File: src/host_port_cfg.svh
// Overview of operation
// - Reset holds every host port output tri-stated.
// - Data bus 32 bits, rising edge both ways.
// - Data driven only while select and read enable.
// - One host bus clock times all signals.
// - Acknowledge driven from falling edge after select.
// - Read acknowledge once valid data is driven.
// - Write acknowledge when ready, capture next edge.
// - Acknowledge tri-stated falling edge after deselect.
// - DMA write request output, active low.
// - DMA read request when packet data ready.
// - Two active-low interrupt request outputs.
`ifndef HOST_PORT_CFG_SVH
`define HOST_PORT_CFG_SVH

`define HP_DATA_W 32
`define HP_ADDR_W 22
`define HP_ADDR_LSB 2
`define HP_CLK_PERIOD_NS 25
`define HP_DATA_RESET 32'h0000_0000
`define HP_ADDR_RESET 22'h00_0000
`define HP_SIDEBAND_W 4
`define HP_SIDEBAND_RESET 4'hf

`endif

File: src/host_port_pkg.sv
package host_port_pkg;

  typedef enum logic [1:0] {
    port_idle = 2'b00,
    port_access = 2'b01,
    port_ack = 2'b11,
    port_hold = 2'b10
  } port_state_t;

  typedef enum logic [1:0] {
    kind_register = 2'b00,
    kind_dma_write = 2'b01,
    kind_dma_read = 2'b10
  } access_kind_t;

endpackage

File: src/host_cpu_bus_slave_port.sv
`timescale 1ns/1ps
`default_nettype none
`include "host_port_cfg.svh"

module host_cpu_bus_slave_port #(
  parameter int DATA_W = `HP_DATA_W,
  parameter int ADDR_W = `HP_ADDR_W
) (
  // Host bus clock and reset.
  input wire logic mclk,
  input wire logic rst,
  // Host address and strobes.
  input wire logic [ADDR_W-1:0] word_address,
  input wire logic chip_select_n,
  input wire logic address_latch_strobe,
  input wire logic write_enable_n,
  input wire logic read_enable_n,
  input wire logic dma_write_ack_n,
  input wire logic dma_read_ack_n,
  // Host data bus split into its three parts.
  input wire logic [DATA_W-1:0] host_data_in,
  output logic [DATA_W-1:0] host_data_out,
  output logic host_data_oe,
  // Transfer acknowledge pin.
  output logic transfer_ack_n,
  output logic transfer_ack_oe,
  // DMA requests and interrupts toward the host.
  output logic dma_write_request_n,
  output logic dma_write_request_oe,
  output logic dma_read_request_n,
  output logic dma_read_request_oe,
  output logic interrupt_request_first_n,
  output logic interrupt_request_first_oe,
  output logic interrupt_request_second_n,
  output logic interrupt_request_second_oe,
  // Core side of an access.
  output logic [ADDR_W-1:0] core_address,
  output host_port_pkg::access_kind_t core_kind,
  output logic core_read,
  output logic core_write,
  output logic [DATA_W-1:0] core_write_data,
  input wire logic [DATA_W-1:0] core_read_data,
  input wire logic core_ready,
  // Core side of DMA and interrupt requests.
  input wire logic core_dma_write_req,
  input wire logic core_dma_read_req,
  input wire logic core_irq_first,
  input wire logic core_irq_second
);

  host_port_pkg::port_state_t state;
  host_port_pkg::port_state_t next_state;
  logic [ADDR_W-1:0] next_core_address;
  host_port_pkg::access_kind_t next_core_kind;
  logic next_core_read;
  logic next_core_write;
  logic [DATA_W-1:0] next_core_write_data;
  logic [DATA_W-1:0] next_host_data_out;
  logic next_transfer_ack_n;
  logic is_write;
  logic next_is_write;
  logic next_transfer_ack_oe;
  logic [`HP_SIDEBAND_W-1:0] side_req;
  logic [`HP_SIDEBAND_W-1:0] side_pin_n;
  logic [`HP_SIDEBAND_W-1:0] side_pin_oe;

  // The pin widths are fixed by the host bus, so other values are refused.
  if (DATA_W != `HP_DATA_W) begin : g_bad_data_w
    $error("host data bus must be 32 bits");
  end
  if (ADDR_W != `HP_ADDR_W) begin : g_bad_addr_w
    $error("host word address must be 22 bits");
  end

  // The data pins are enabled straight from the host strobes, not from a
  // flop, so a read turns the bus around without a clock of latency.
  always_comb begin
    host_data_oe = ~rst & ~chip_select_n & ~read_enable_n;
  end

  // Access sequencer on the host bus clock; the host bus is synchronous
  // to this clock, so its pins are sampled without a synchroniser.
  always_comb begin
    next_state = state;
    next_core_address = core_address;
    next_core_kind = core_kind;
    next_core_read = 1'b0;
    next_core_write = 1'b0;
    next_core_write_data = core_write_data;
    next_host_data_out = host_data_out;
    next_transfer_ack_n = 1'b1;
    next_is_write = is_write;
    unique case (state)
      host_port_pkg::port_idle: begin
        // A strobe without chip select belongs to another device.
        if (address_latch_strobe && !chip_select_n) begin
          next_core_address = word_address;
          next_state = host_port_pkg::port_access;
        end
      end
      host_port_pkg::port_access: begin
        // Enables arrive one cycle after the strobe; wait states last as
        // long as the core is not ready, and the host keeps its strobes.
        // Dropping chip select here abandons the access without acknowledge.
        // Should both enables be low at once, the read takes priority.
        if (chip_select_n) begin
          next_state = host_port_pkg::port_idle;
        end else if (!read_enable_n) begin
          next_is_write = 1'b0;
          // The kind follows the acknowledge pin as the enable is seen.
          next_core_kind = dma_read_ack_n ? host_port_pkg::kind_register
                                          : host_port_pkg::kind_dma_read;
          // Read data is taken from the core together with the acknowledge,
          // so the word stands on the bus through the acknowledge cycle.
          if (core_ready) begin
            next_core_read = 1'b1;
            next_host_data_out = core_read_data;
            next_transfer_ack_n = 1'b0;
            next_state = host_port_pkg::port_ack;
          end
        end else if (!write_enable_n) begin
          next_is_write = 1'b1;
          // A write needs only the core's readiness, not its data.
          next_core_kind = dma_write_ack_n ? host_port_pkg::kind_register
                                           : host_port_pkg::kind_dma_write;
          if (core_ready) begin
            next_transfer_ack_n = 1'b0;
            next_state = host_port_pkg::port_ack;
          end
        end
      end
      host_port_pkg::port_ack: begin
        // The write word is taken on the edge that ends the acknowledge.
        if (is_write) begin
          next_core_write = 1'b1;
          next_core_write_data = host_data_in;
        end
        next_state = host_port_pkg::port_hold;
      end
      host_port_pkg::port_hold: begin
        // Chip select must be seen high before the next strobe is taken,
        // which leaves at least one idle cycle between accesses.
        if (chip_select_n) begin
          next_state = host_port_pkg::port_idle;
        end
      end
    endcase
  end

  // Of these flops, host_data_out and transfer_ack_n feed the host pins directly, with no logic after them.
  always_ff @(posedge mclk or posedge rst) begin
    if (rst) begin
      state <= host_port_pkg::port_idle;
      core_address <= `HP_ADDR_RESET;
      core_kind <= host_port_pkg::kind_register;
      core_read <= 1'b0;
      core_write <= 1'b0;
      core_write_data <= `HP_DATA_RESET;
      host_data_out <= `HP_DATA_RESET;
      transfer_ack_n <= 1'b1;
      is_write <= 1'b0;
    end else begin
      state <= next_state;
      core_address <= next_core_address;
      core_kind <= next_core_kind;
      core_read <= next_core_read;
      core_write <= next_core_write;
      core_write_data <= next_core_write_data;
      host_data_out <= next_host_data_out;
      transfer_ack_n <= next_transfer_ack_n;
      is_write <= next_is_write;
    end
  end

  // The acknowledge enable lives on the falling edge so that it is driven
  // half a cycle before any rising edge can assert it, and released half a
  // cycle after the host lets go of chip select.
  always_comb begin
    next_transfer_ack_oe = ~chip_select_n;
  end

  // The enable follows chip select even when no strobe starts an access.
  always_ff @(negedge mclk or posedge rst) begin
    if (rst) begin
      transfer_ack_oe <= 1'b0;
    end else begin
      transfer_ack_oe <= next_transfer_ack_oe;
    end
  end

  // Core requests come from logic on this clock and need no synchroniser.
  always_comb begin
    side_req[0] = core_dma_write_req;
    side_req[1] = core_dma_read_req;
    side_req[2] = core_irq_first;
    side_req[3] = core_irq_second;
  end

  // One shared driver keeps the four sideband pins alike in reset.
  sideband_drivers #(
    .WIDTH(`HP_SIDEBAND_W)
  ) u_sideband (
    .mclk(mclk),
    .rst(rst),
    .assert_req(side_req),
    .pin_n(side_pin_n),
    .pin_oe(side_pin_oe)
  );

  // The sideband lines leave the driver flops without further logic.
  always_comb begin
    dma_write_request_n = side_pin_n[0];
    dma_write_request_oe = side_pin_oe[0];
    dma_read_request_n = side_pin_n[1];
    dma_read_request_oe = side_pin_oe[1];
    interrupt_request_first_n = side_pin_n[2];
    interrupt_request_first_oe = side_pin_oe[2];
    interrupt_request_second_n = side_pin_n[3];
    interrupt_request_second_oe = side_pin_oe[3];
  end

endmodule

`default_nettype wire

File: src/sideband_drivers.sv
`timescale 1ns/1ps
`default_nettype none
`include "host_port_cfg.svh"

module sideband_drivers #(
  parameter int WIDTH = `HP_SIDEBAND_W
) (
  // Clock and reset.
  input wire logic mclk,
  input wire logic rst,
  // Active-high requests from the core.
  input wire logic [WIDTH-1:0] assert_req,
  // Active-low pins and their enables.
  output logic [WIDTH-1:0] pin_n,
  output logic [WIDTH-1:0] pin_oe
);

  logic [WIDTH-1:0] next_pin_n;
  logic [WIDTH-1:0] next_pin_oe;

  if (WIDTH < 1) begin : g_bad_width
    $error("sideband width must be at least one");
  end

  genvar i;
  generate
    for (i = 0; i < WIDTH; i++) begin : g_line
      always_comb begin
        next_pin_n[i] = ~assert_req[i];
        next_pin_oe[i] = 1'b1;
      end

      // Pins float in reset and start driving on the first edge after it.
      always_ff @(posedge mclk or posedge rst) begin
        if (rst) begin
          pin_n[i] <= 1'b1;
          pin_oe[i] <= 1'b0;
        end else begin
          pin_n[i] <= next_pin_n[i];
          pin_oe[i] <= next_pin_oe[i];
        end
      end
    end
  endgenerate

endmodule

`default_nettype wire

File: config.mk
export PLATFORM = sky130hd
export DESIGN_NAME = host_cpu_bus_slave_port
export DESIGN_NICKNAME = d
export VERILOG_FILES = /design/src/host_port_pkg.sv /design/src/host_cpu_bus_slave_port.sv /design/src/sideband_drivers.sv
export VERILOG_INCLUDE_DIRS = /design/src /design/src/src
export SDC_FILE = /design/constraint.sdc
export NUM_CORES = 1
export LEC_CHECK = 0
export ABC_AREA = 1
export BUFFER_PORTS_ARGS = -buffer_cell sky130_fd_sc_hd__buf_2
export CORE_UTILIZATION = 35
export DETAILED_ROUTE_END_ITERATION = 7
export PLACE_DENSITY_LB_ADDON = 0.2
export SLEW_MARGIN = 30
export SYNTH_ARGS = -nofsm -noshare
export SYNTH_HDL_FRONTEND = slang
export SYNTH_SLANG_ARGS = --single-unit
File: constraint.sdc
create_clock -name mclk -period 4.8 [get_ports mclk]
set_clock_uncertainty 0.1 [all_clocks]
set_input_delay 0.48 -clock mclk [delete_from_list [all_inputs] [get_ports mclk]]
set_output_delay 0.48 -clock mclk [all_outputs]
set_load 0.01 [all_outputs]
## Word level (Yosys, flattened, before mapping)

Cells that the tools add are included.
Widths: inputs -> output; s select.

- Word-level logic and storage cells: 63
- Bits of input ports: 99
- Register bits after elaboration: 100
- Output and inout bits: 101

- Eq/ne operators: 7
- Reduce and logical (&&, ||, !) cells: 8
- Mux-type cells: 24
- Bitwise gates (word level): 9

Operator list:

| operator | count |
|---|---|
| $mux 2 | 9 |
| $mux 1 | 14 |
| $pmux 2 s4 | 1 |
| $not 1->1 | 7 |
| $ne 2x2->1 const B | 3 |
| $reduce_and 3->1 | 2 |
| $eq 2x2->1 const B | 2 |
| $ne 4x4->1 const B | 1 |
| $reduce_and 2->1 | 2 |
| $reduce_and 4->1 | 1 |
| $and 1x1->1 | 2 |
| $eq 2x1->1 const B | 1 |
| $logic_not 2->1 | 1 |
| $logic_and 1x1->1 | 1 |
| $logic_not 1->1 | 1 |

## Longest topological paths before layout

Gate-level depths: netlist of run 1.

- Depth in word-level cells: 5
- Mapped depth: 8
- Depth with buffers taken out: 7

## By module

Synthesis of run 1 repeated with hierarchy kept, for this count alone.

- Cells, all modules: 422
- Area total of the unflattened synthesis: 3852.4 um2

By module, submodules not included:

| module | times used | cells an instance | area an instance (um2) | seq. area each (um2) |
|---|---|---|---|---|
| host_cpu_bus_slave_port | 1 | 408 | 3677.3 | 2378.5 |
| sideband_drivers | 1 | 14 | 175.2 | 130.1 |

==> run_results.csv, run 1 <==
group,metric,value,unit
worst_setup_path,r2r-end,"host_data_out[12]",
clocking,clkSinkCount,100,
logic_synthesis,ys_seq_area_frac,0.652,
routing,first_pass_iters,6,
worst_setup_path,reg2reg_slack,3.09,ns
logic_synthesis,syn_area,3850,µm²
clocking,clock_latency,0.36,ns
worst_setup_path,timing.rr.start,"state[1]",
pwr,cellLeakagePower,0.00297,µW
pwr,seq_power_share,0.504,
routing,vias,3221,
logic_synthesis,synth_cells,421,
routing,wl_per_cell,11.7,µm
grt,track_usage,0.166,
logic_synthesis,syn_avg_cell_area,9.14,µm²
worst_setup_path,crit_buf_inv,1,
floorplan,core-area,10500,µm²
floorplan,io_pins,200,
pwr,p_switching,804,µW
logic_synthesis,synth_area_leaders,"dfrtp_1, nand2_1, dfstp_2",
pwr,p_int,1620,µW
placement,place_ws,1.32,ns
logic_synthesis,synth_top_area_share,0.611,
logic_synthesis,yosysWarnings,0,
layout,n_antenna_cell,0,
grt,grt_max_degree,58,
clocking,cts-resized-gates,0,
timing,slew_violations,0,
floorplan,die_area,11400,µm²
timing,worst_pin_slew,0.712,ns
worst_setup_path,critPathLaunchType,"flop",
layout,layout_commonest_cell,"nand2_1",
layout,utilization,0.485,
worst_setup_path,crit_cells,1,
clocking,cts_tree,"yes",
hold_path,hold_depth,2,
flow_run,maxCapViolations,0,
timing,fin_setup_tns,0,ns
clocking,clk_pin_slew,0.09,ns
floorplan,die_h,107,µm
pwr,clockPowerShare,0.203,
grt,grt_pass1_wl,14.6,mm
timing,rsz0062_at_grt,"false",
timing,worst_slack,0.961,ns
routing,vias_per_cell,4.26,
routing,initialDrtViolationCount,245,
clocking,cts_buffers,9,
routing,wirelength,8.86,mm
logic_synthesis,synth_cell_types,25,
clocking,cts_max_path_buffers,2,
logic_synthesis,post-synth-top-area-cell,"dfrtp_1",
grt,antenna_found_initial,0,
worst_setup_path,worstPathRequired,4.22,ns
clocking,htreeDepth,3,
floorplan,die_w,107,µm
routing,antenna_left,0,
placement,io_buffers,199,
worst_setup_path,endpoint_kind,"output pin",
routing,post-route-drc-count,0,
worst_setup_path,endpoint,"transfer_ack_oe",
pwr,peakVddDrop,182,µV
timing,setup_viol,0,
layout,layout_common_cells,"nand2_1, buf_2, dfrtp_1",
worst_setup_path,max_stage_delay,0.39,ns
clocking,post-cts-setup-buffer-count,0,
timing,relSlewSlack,0.525,
logic_synthesis,ys_ff_latch,100,
worst_setup_path,cp.arrival,3.26,ns
worst_setup_path,crit_fanout,1,
clocking,hold_buffers,0,
grt,grt_pass1_vias,3171,
grt,grt_overflow_total,0,
timing,hold_viol,0,
worst_setup_path,crit_type,"flop to output pin",
logic_synthesis,synth_nets,520,
run_status,status,"completed",
worst_setup_path,crit_slowest_cell,"dfrtn_1",
floorplan,row_count,37,
pwr,switching_share,0.331,
layout,synthToLayoutAreaGrowth,32.4,%
worst_setup_path,r2r_cells,7,
worst_setup_path,path_cells,"buf_2",
placement,detailed_place_hpwl,6.26,mm
pwr,power_density,476,nW/µm²
layout,final_layout_size_suffix_gt1_frac,0.374,
worst_setup_path,startpoint,"transfer_ack_oe",
floorplan,initial_core_util,0.366,
hold_path,hp-class,"input pin to flop",
worst_setup_path,cp_top_family,"flip-flops",
pwr,combPwrFrac,0.293,
layout,nets,714,
placement,gp_congestion,0.769,
clocking,root_buffer,"clkbuf_8",
==> synth_stat cells (all sizes together) <==
cell    instances
conb            1
buf            15
a21oi           2
nand3           4
nand4           1
o21ai          24
clkbuf          4
nor3            1
nand2         228
inv            36
nor2            3
o211ai          1
dfrtn           1
or2             1
dfstp           5
dfrtp          94
==> worst reg2reg max path, cell delays in order (launching register included) <==
cell	delay, ns
dfrtp_1	0.42
inv_2	0.13
nand2_2	0.08
nor2_4	0.14
nand2_4	0.25
inv_4	0.36
nand2_1	0.10
nand2_1	0.08
==> logic make-up after synthesis <==
group / Yosys count / synth area share
buffers and inverters: 55 / 0.0679
other: 1 / 0.000974
DFF: 100 / 0.652
and+or+nand+nor: 238 / 0.243
AOI/OAI and AO/OA: 27 / 0.0358
==> flip-flops by register name (all words and copies together), names as in the netlist <==
| register | flops |
|---|---|
| transfer_ack_n | 1 |
| state | 2 |
| host_data_out | 32 |
| u_sideband.pin_n | 4 |
| is_write | 1 |
| core_write_data | 32 |
| core_kind | 2 |
| transfer_ack_oe | 1 |
| core_write | 1 |
| u_sideband.pin_oe | 1 |
| core_read | 1 |
| core_address | 22 |
==> power by group through the flow <==
stage | Clock, µW | Sequential, µW | Combinational (µW)
after detailed placement | 0 | 1240 | 727
after floorplan | 0 | 1370 | 240
after CTS | 520 | 1230 | 728
after global placement | 0 | 1230 | 713
after global routing | 549 | 1260 | 805
final | 492 | 1220 | 711
==> area by class of cell <==
| cell class | instances | area [µm²] |
|---|---|---|
| clock inverter | 4 | 25.0 |
| multi-input combinational | 266 | 1080 |
| tap | 136 | 170 |
| timing repair buffer | 202 | 1020 |
| fill | 1019 | 5410 |
| inverter | 36 | 141 |
| sequential | 100 | 2510 |
| clock buffer | 12 | 155 |
==> how the worst min path moves through the flow <==
stage / from / end / slack [ns]
after floorplan: is_write / is_write / 0.35
after global placement: core_write_data[25] / core_write_data[25] / 0.36
after detailed placement: core_kind[1] / core_kind[1] / 0.36
after CTS: core_irq_second / u_sideband.pin_n[3] / 0.09
after global routing: core_irq_second / u_sideband.pin_n[3] / 0.08
final: core_irq_second / u_sideband.pin_n[3] / 0.12
==> metrics by stage <==
stage | power [µW] | instance area [µm²] | cells | hold slack [ns]
final | 2430 | 5100 | 756 | 0.116
after global routing | 2610 | 5100 | 756 | 0.0829
after CTS | 2470 | 5100 | 756 | 0.0879
after detailed placement | 1960 | 4920 | 740 | 0.359
after global placement | 1940 | 4920 | 740 | 0.356
after floorplan | 1610 | 3850 | 421 | 0.354
==> metal layers <==
| metal | GRT usage | wire length [µm] | up-vias |
|---|---|---|---|
| li1 | - | - | 1639 |
| met5 | 0 | 0 | - |
| met3 | 0.0359 | 566 | 20 |
| met4 | 0.0978 | 272 | 0 |
| met1 | 0.194 | 3830 | 1434 |
| met2 | 0.280 | 4190 | 128 |
No activity file was read; power rests on OpenSTA's default activity.
==> run 2, diff against run 1 <==
==> constraint.sdc (replaced) <==
create_clock -name mclk -period 3.67 [get_ports mclk]
set_clock_uncertainty 0.1 [all_clocks]
set_input_delay 0.367 -clock mclk [delete_from_list [all_inputs] [get_ports mclk]]
set_output_delay 0.367 -clock mclk [all_outputs]
set_load 0.01 [all_outputs]
==> run 2 against run 1 <==
Sequential share of layout area decreased by 0.73 points. Critical path depth unchanged. Clock power increased by 53%. Die area unchanged. Setup slack got worse by 0.46 ns. Final area increased by 1.5%. Power increased by 35%. Largest cell class unchanged.
==> run_results.csv, run 2 (same netlist as run 1, synthesis figures left out) <==
group,metric,value,unit
run_status,status,"completed",
clocking,clock_latency,0.35,ns
pwr,combPwrFrac,0.284,
pwr,power_density,636,nW/µm²
layout,layout_commonest_cell,"nand2_1",
worst_setup_path,path_cells,"buf_2",
pwr,peakVddDrop,313,µV
routing,first_pass_iters,6,
worst_setup_path,crit_buf_inv,1,
worst_setup_path,max_stage_delay,0.40,ns
routing,wirelength,8.93,mm
grt,track_usage,0.162,
clocking,clk_pin_slew,0.10,ns
floorplan,row_count,37,
routing,wl_per_cell,11.8,µm
layout,final_layout_size_suffix_gt1_frac,0.373,
pwr,clockPowerShare,0.229,
floorplan,die_w,107,µm
floorplan,die_h,107,µm
routing,initialDrtViolationCount,192,
worst_setup_path,cp_top_family,"flip-flops",
timing,rsz0062_at_grt,"false",
pwr,seq_power_share,0.487,
worst_setup_path,crit_type,"flop to output pin",
worst_setup_path,crit_fanout,1,
worst_setup_path,startpoint,"transfer_ack_oe",
layout,synthToLayoutAreaGrowth,34.4,%
layout,largestRegisters,"core_write_data (32), host_data_out (32), core_address (22)",
floorplan,die_area,11400,µm²
placement,detailed_place_hpwl,6.33,mm
grt,grt_overflow_total,0,
layout,layout_common_cells,"nand2_1, buf_2, dfrtp_1",
clocking,cts_buffers,9,
placement,place_ws,0.852,ns
routing,antenna_left,0,
pwr,switching_share,0.329,
worst_setup_path,cp.arrival,2.70,ns
floorplan,core-area,10500,µm²
routing,post-route-drc-count,0,
clocking,cts_tree,"yes",
worst_setup_path,worstPathRequired,3.20,ns
timing,worst_slack,0.498,ns
clocking,htreeDepth,3,
routing,vias_per_cell,4.26,
pwr,p_int,2210,µW
worst_setup_path,critPathLaunchType,"flop",
layout,final_cell_count_no_fill,760,
timing,hold_slack,0.0960,ns
worst_setup_path,endpoint_kind,"output pin",
grt,grt_pass1_wl,14.5,mm
timing,hold_viol,0,
clocking,clkSinkCount,100,
floorplan,io_pins,200,
placement,gp_congestion,0.739,
clocking,hold_buffers,4,
worst_setup_path,crit_cells,1,
grt,grt_pass1_vias,3134,
worst_setup_path,timing.rr.start,"state[1]",
flow_run,maxCapViolations,0,
layout,n_antenna_cell,0,
timing,setup_viol,0,
worst_setup_path,crit_slowest_cell,"dfrtn_1",
clocking,cts_max_path_buffers,2,
placement,io_buffers,199,
layout,nets,718,
hold_path,hp-class,"input pin to async pin",
timing,fin_setup_tns,0,ns
timing,worst_pin_slew,0.704,ns
grt,grt_max_degree,58,
clocking,cts-resized-gates,0,
worst_setup_path,r2r_cells,7,
placement,dp_cells,740,
timing,slew_violations,0,
pwr,p_switching,1080,µW
routing,vias,3236,
floorplan,initial_core_util,0.366,
timing,relSlewSlack,0.530,
grt,antenna_found_initial,0,
clocking,post-cts-setup-buffer-count,0,
clocking,root_buffer,"clkbuf_8",
pwr,cellLeakagePower,0.00301,µW
[run 2: power groups by stage]
stage / clock network (µW) / registers [µW] / logic [µW]
floorplan: 0 / 1790 / 314
global placement: 0 / 1610 / 933
detailed placement: 0 / 1620 / 952
CTS: 786 / 1600 / 957
global route: 821 / 1640 / 1060
finish: 752 / 1600 / 935
[run 2: metrics by stage]
stage	cell area (µm²)	utilization	total power [µW]
6_report	5170	0.492	3290
4_1_cts	5170	0.492	3350
5_1_grt	5170	0.492	3530
3_5_place_dp	4920	0.468	2570
3_3_place_gp	4920	0.468	2540
2_1_floorplan	3850	-	2100
[run 2: final timing paths]
path	slack, ns	endpoint
max	0.50	transfer_ack_oe
min	0.1	host_data_out[26]
max reg2reg	1.95	host_data_out[6]
min reg2reg	0.38	core_kind[1]
max in group asynchronous	1.82	transfer_ack_oe
min in group mclk	0.10	host_data_out[3]
[run 2: final cells by class]
| cell class | count | area (µm²) |
|---|---|---|
| Clock buffer | 11 | 151 |
| Fill cell | 1034 | 5340 |
| Sequential cell | 100 | 2510 |
| Inverter | 36 | 141 |
| Clock inverter | 5 | 65.1 |
| Timing Repair Buffer | 206 | 1060 |
| Tap cell | 136 | 170 |
| Multi-Input combinational cell | 266 | 1080 |
[run 2: layer usage]
layer,GRT usage,wire (µm),vias to the layer above
li1,-,-,1647
met1,0.196,3870,1460
met2,0.277,4410,121
met3,0.0407,541,8
met4,0.0607,112,0
met5,0,0,-
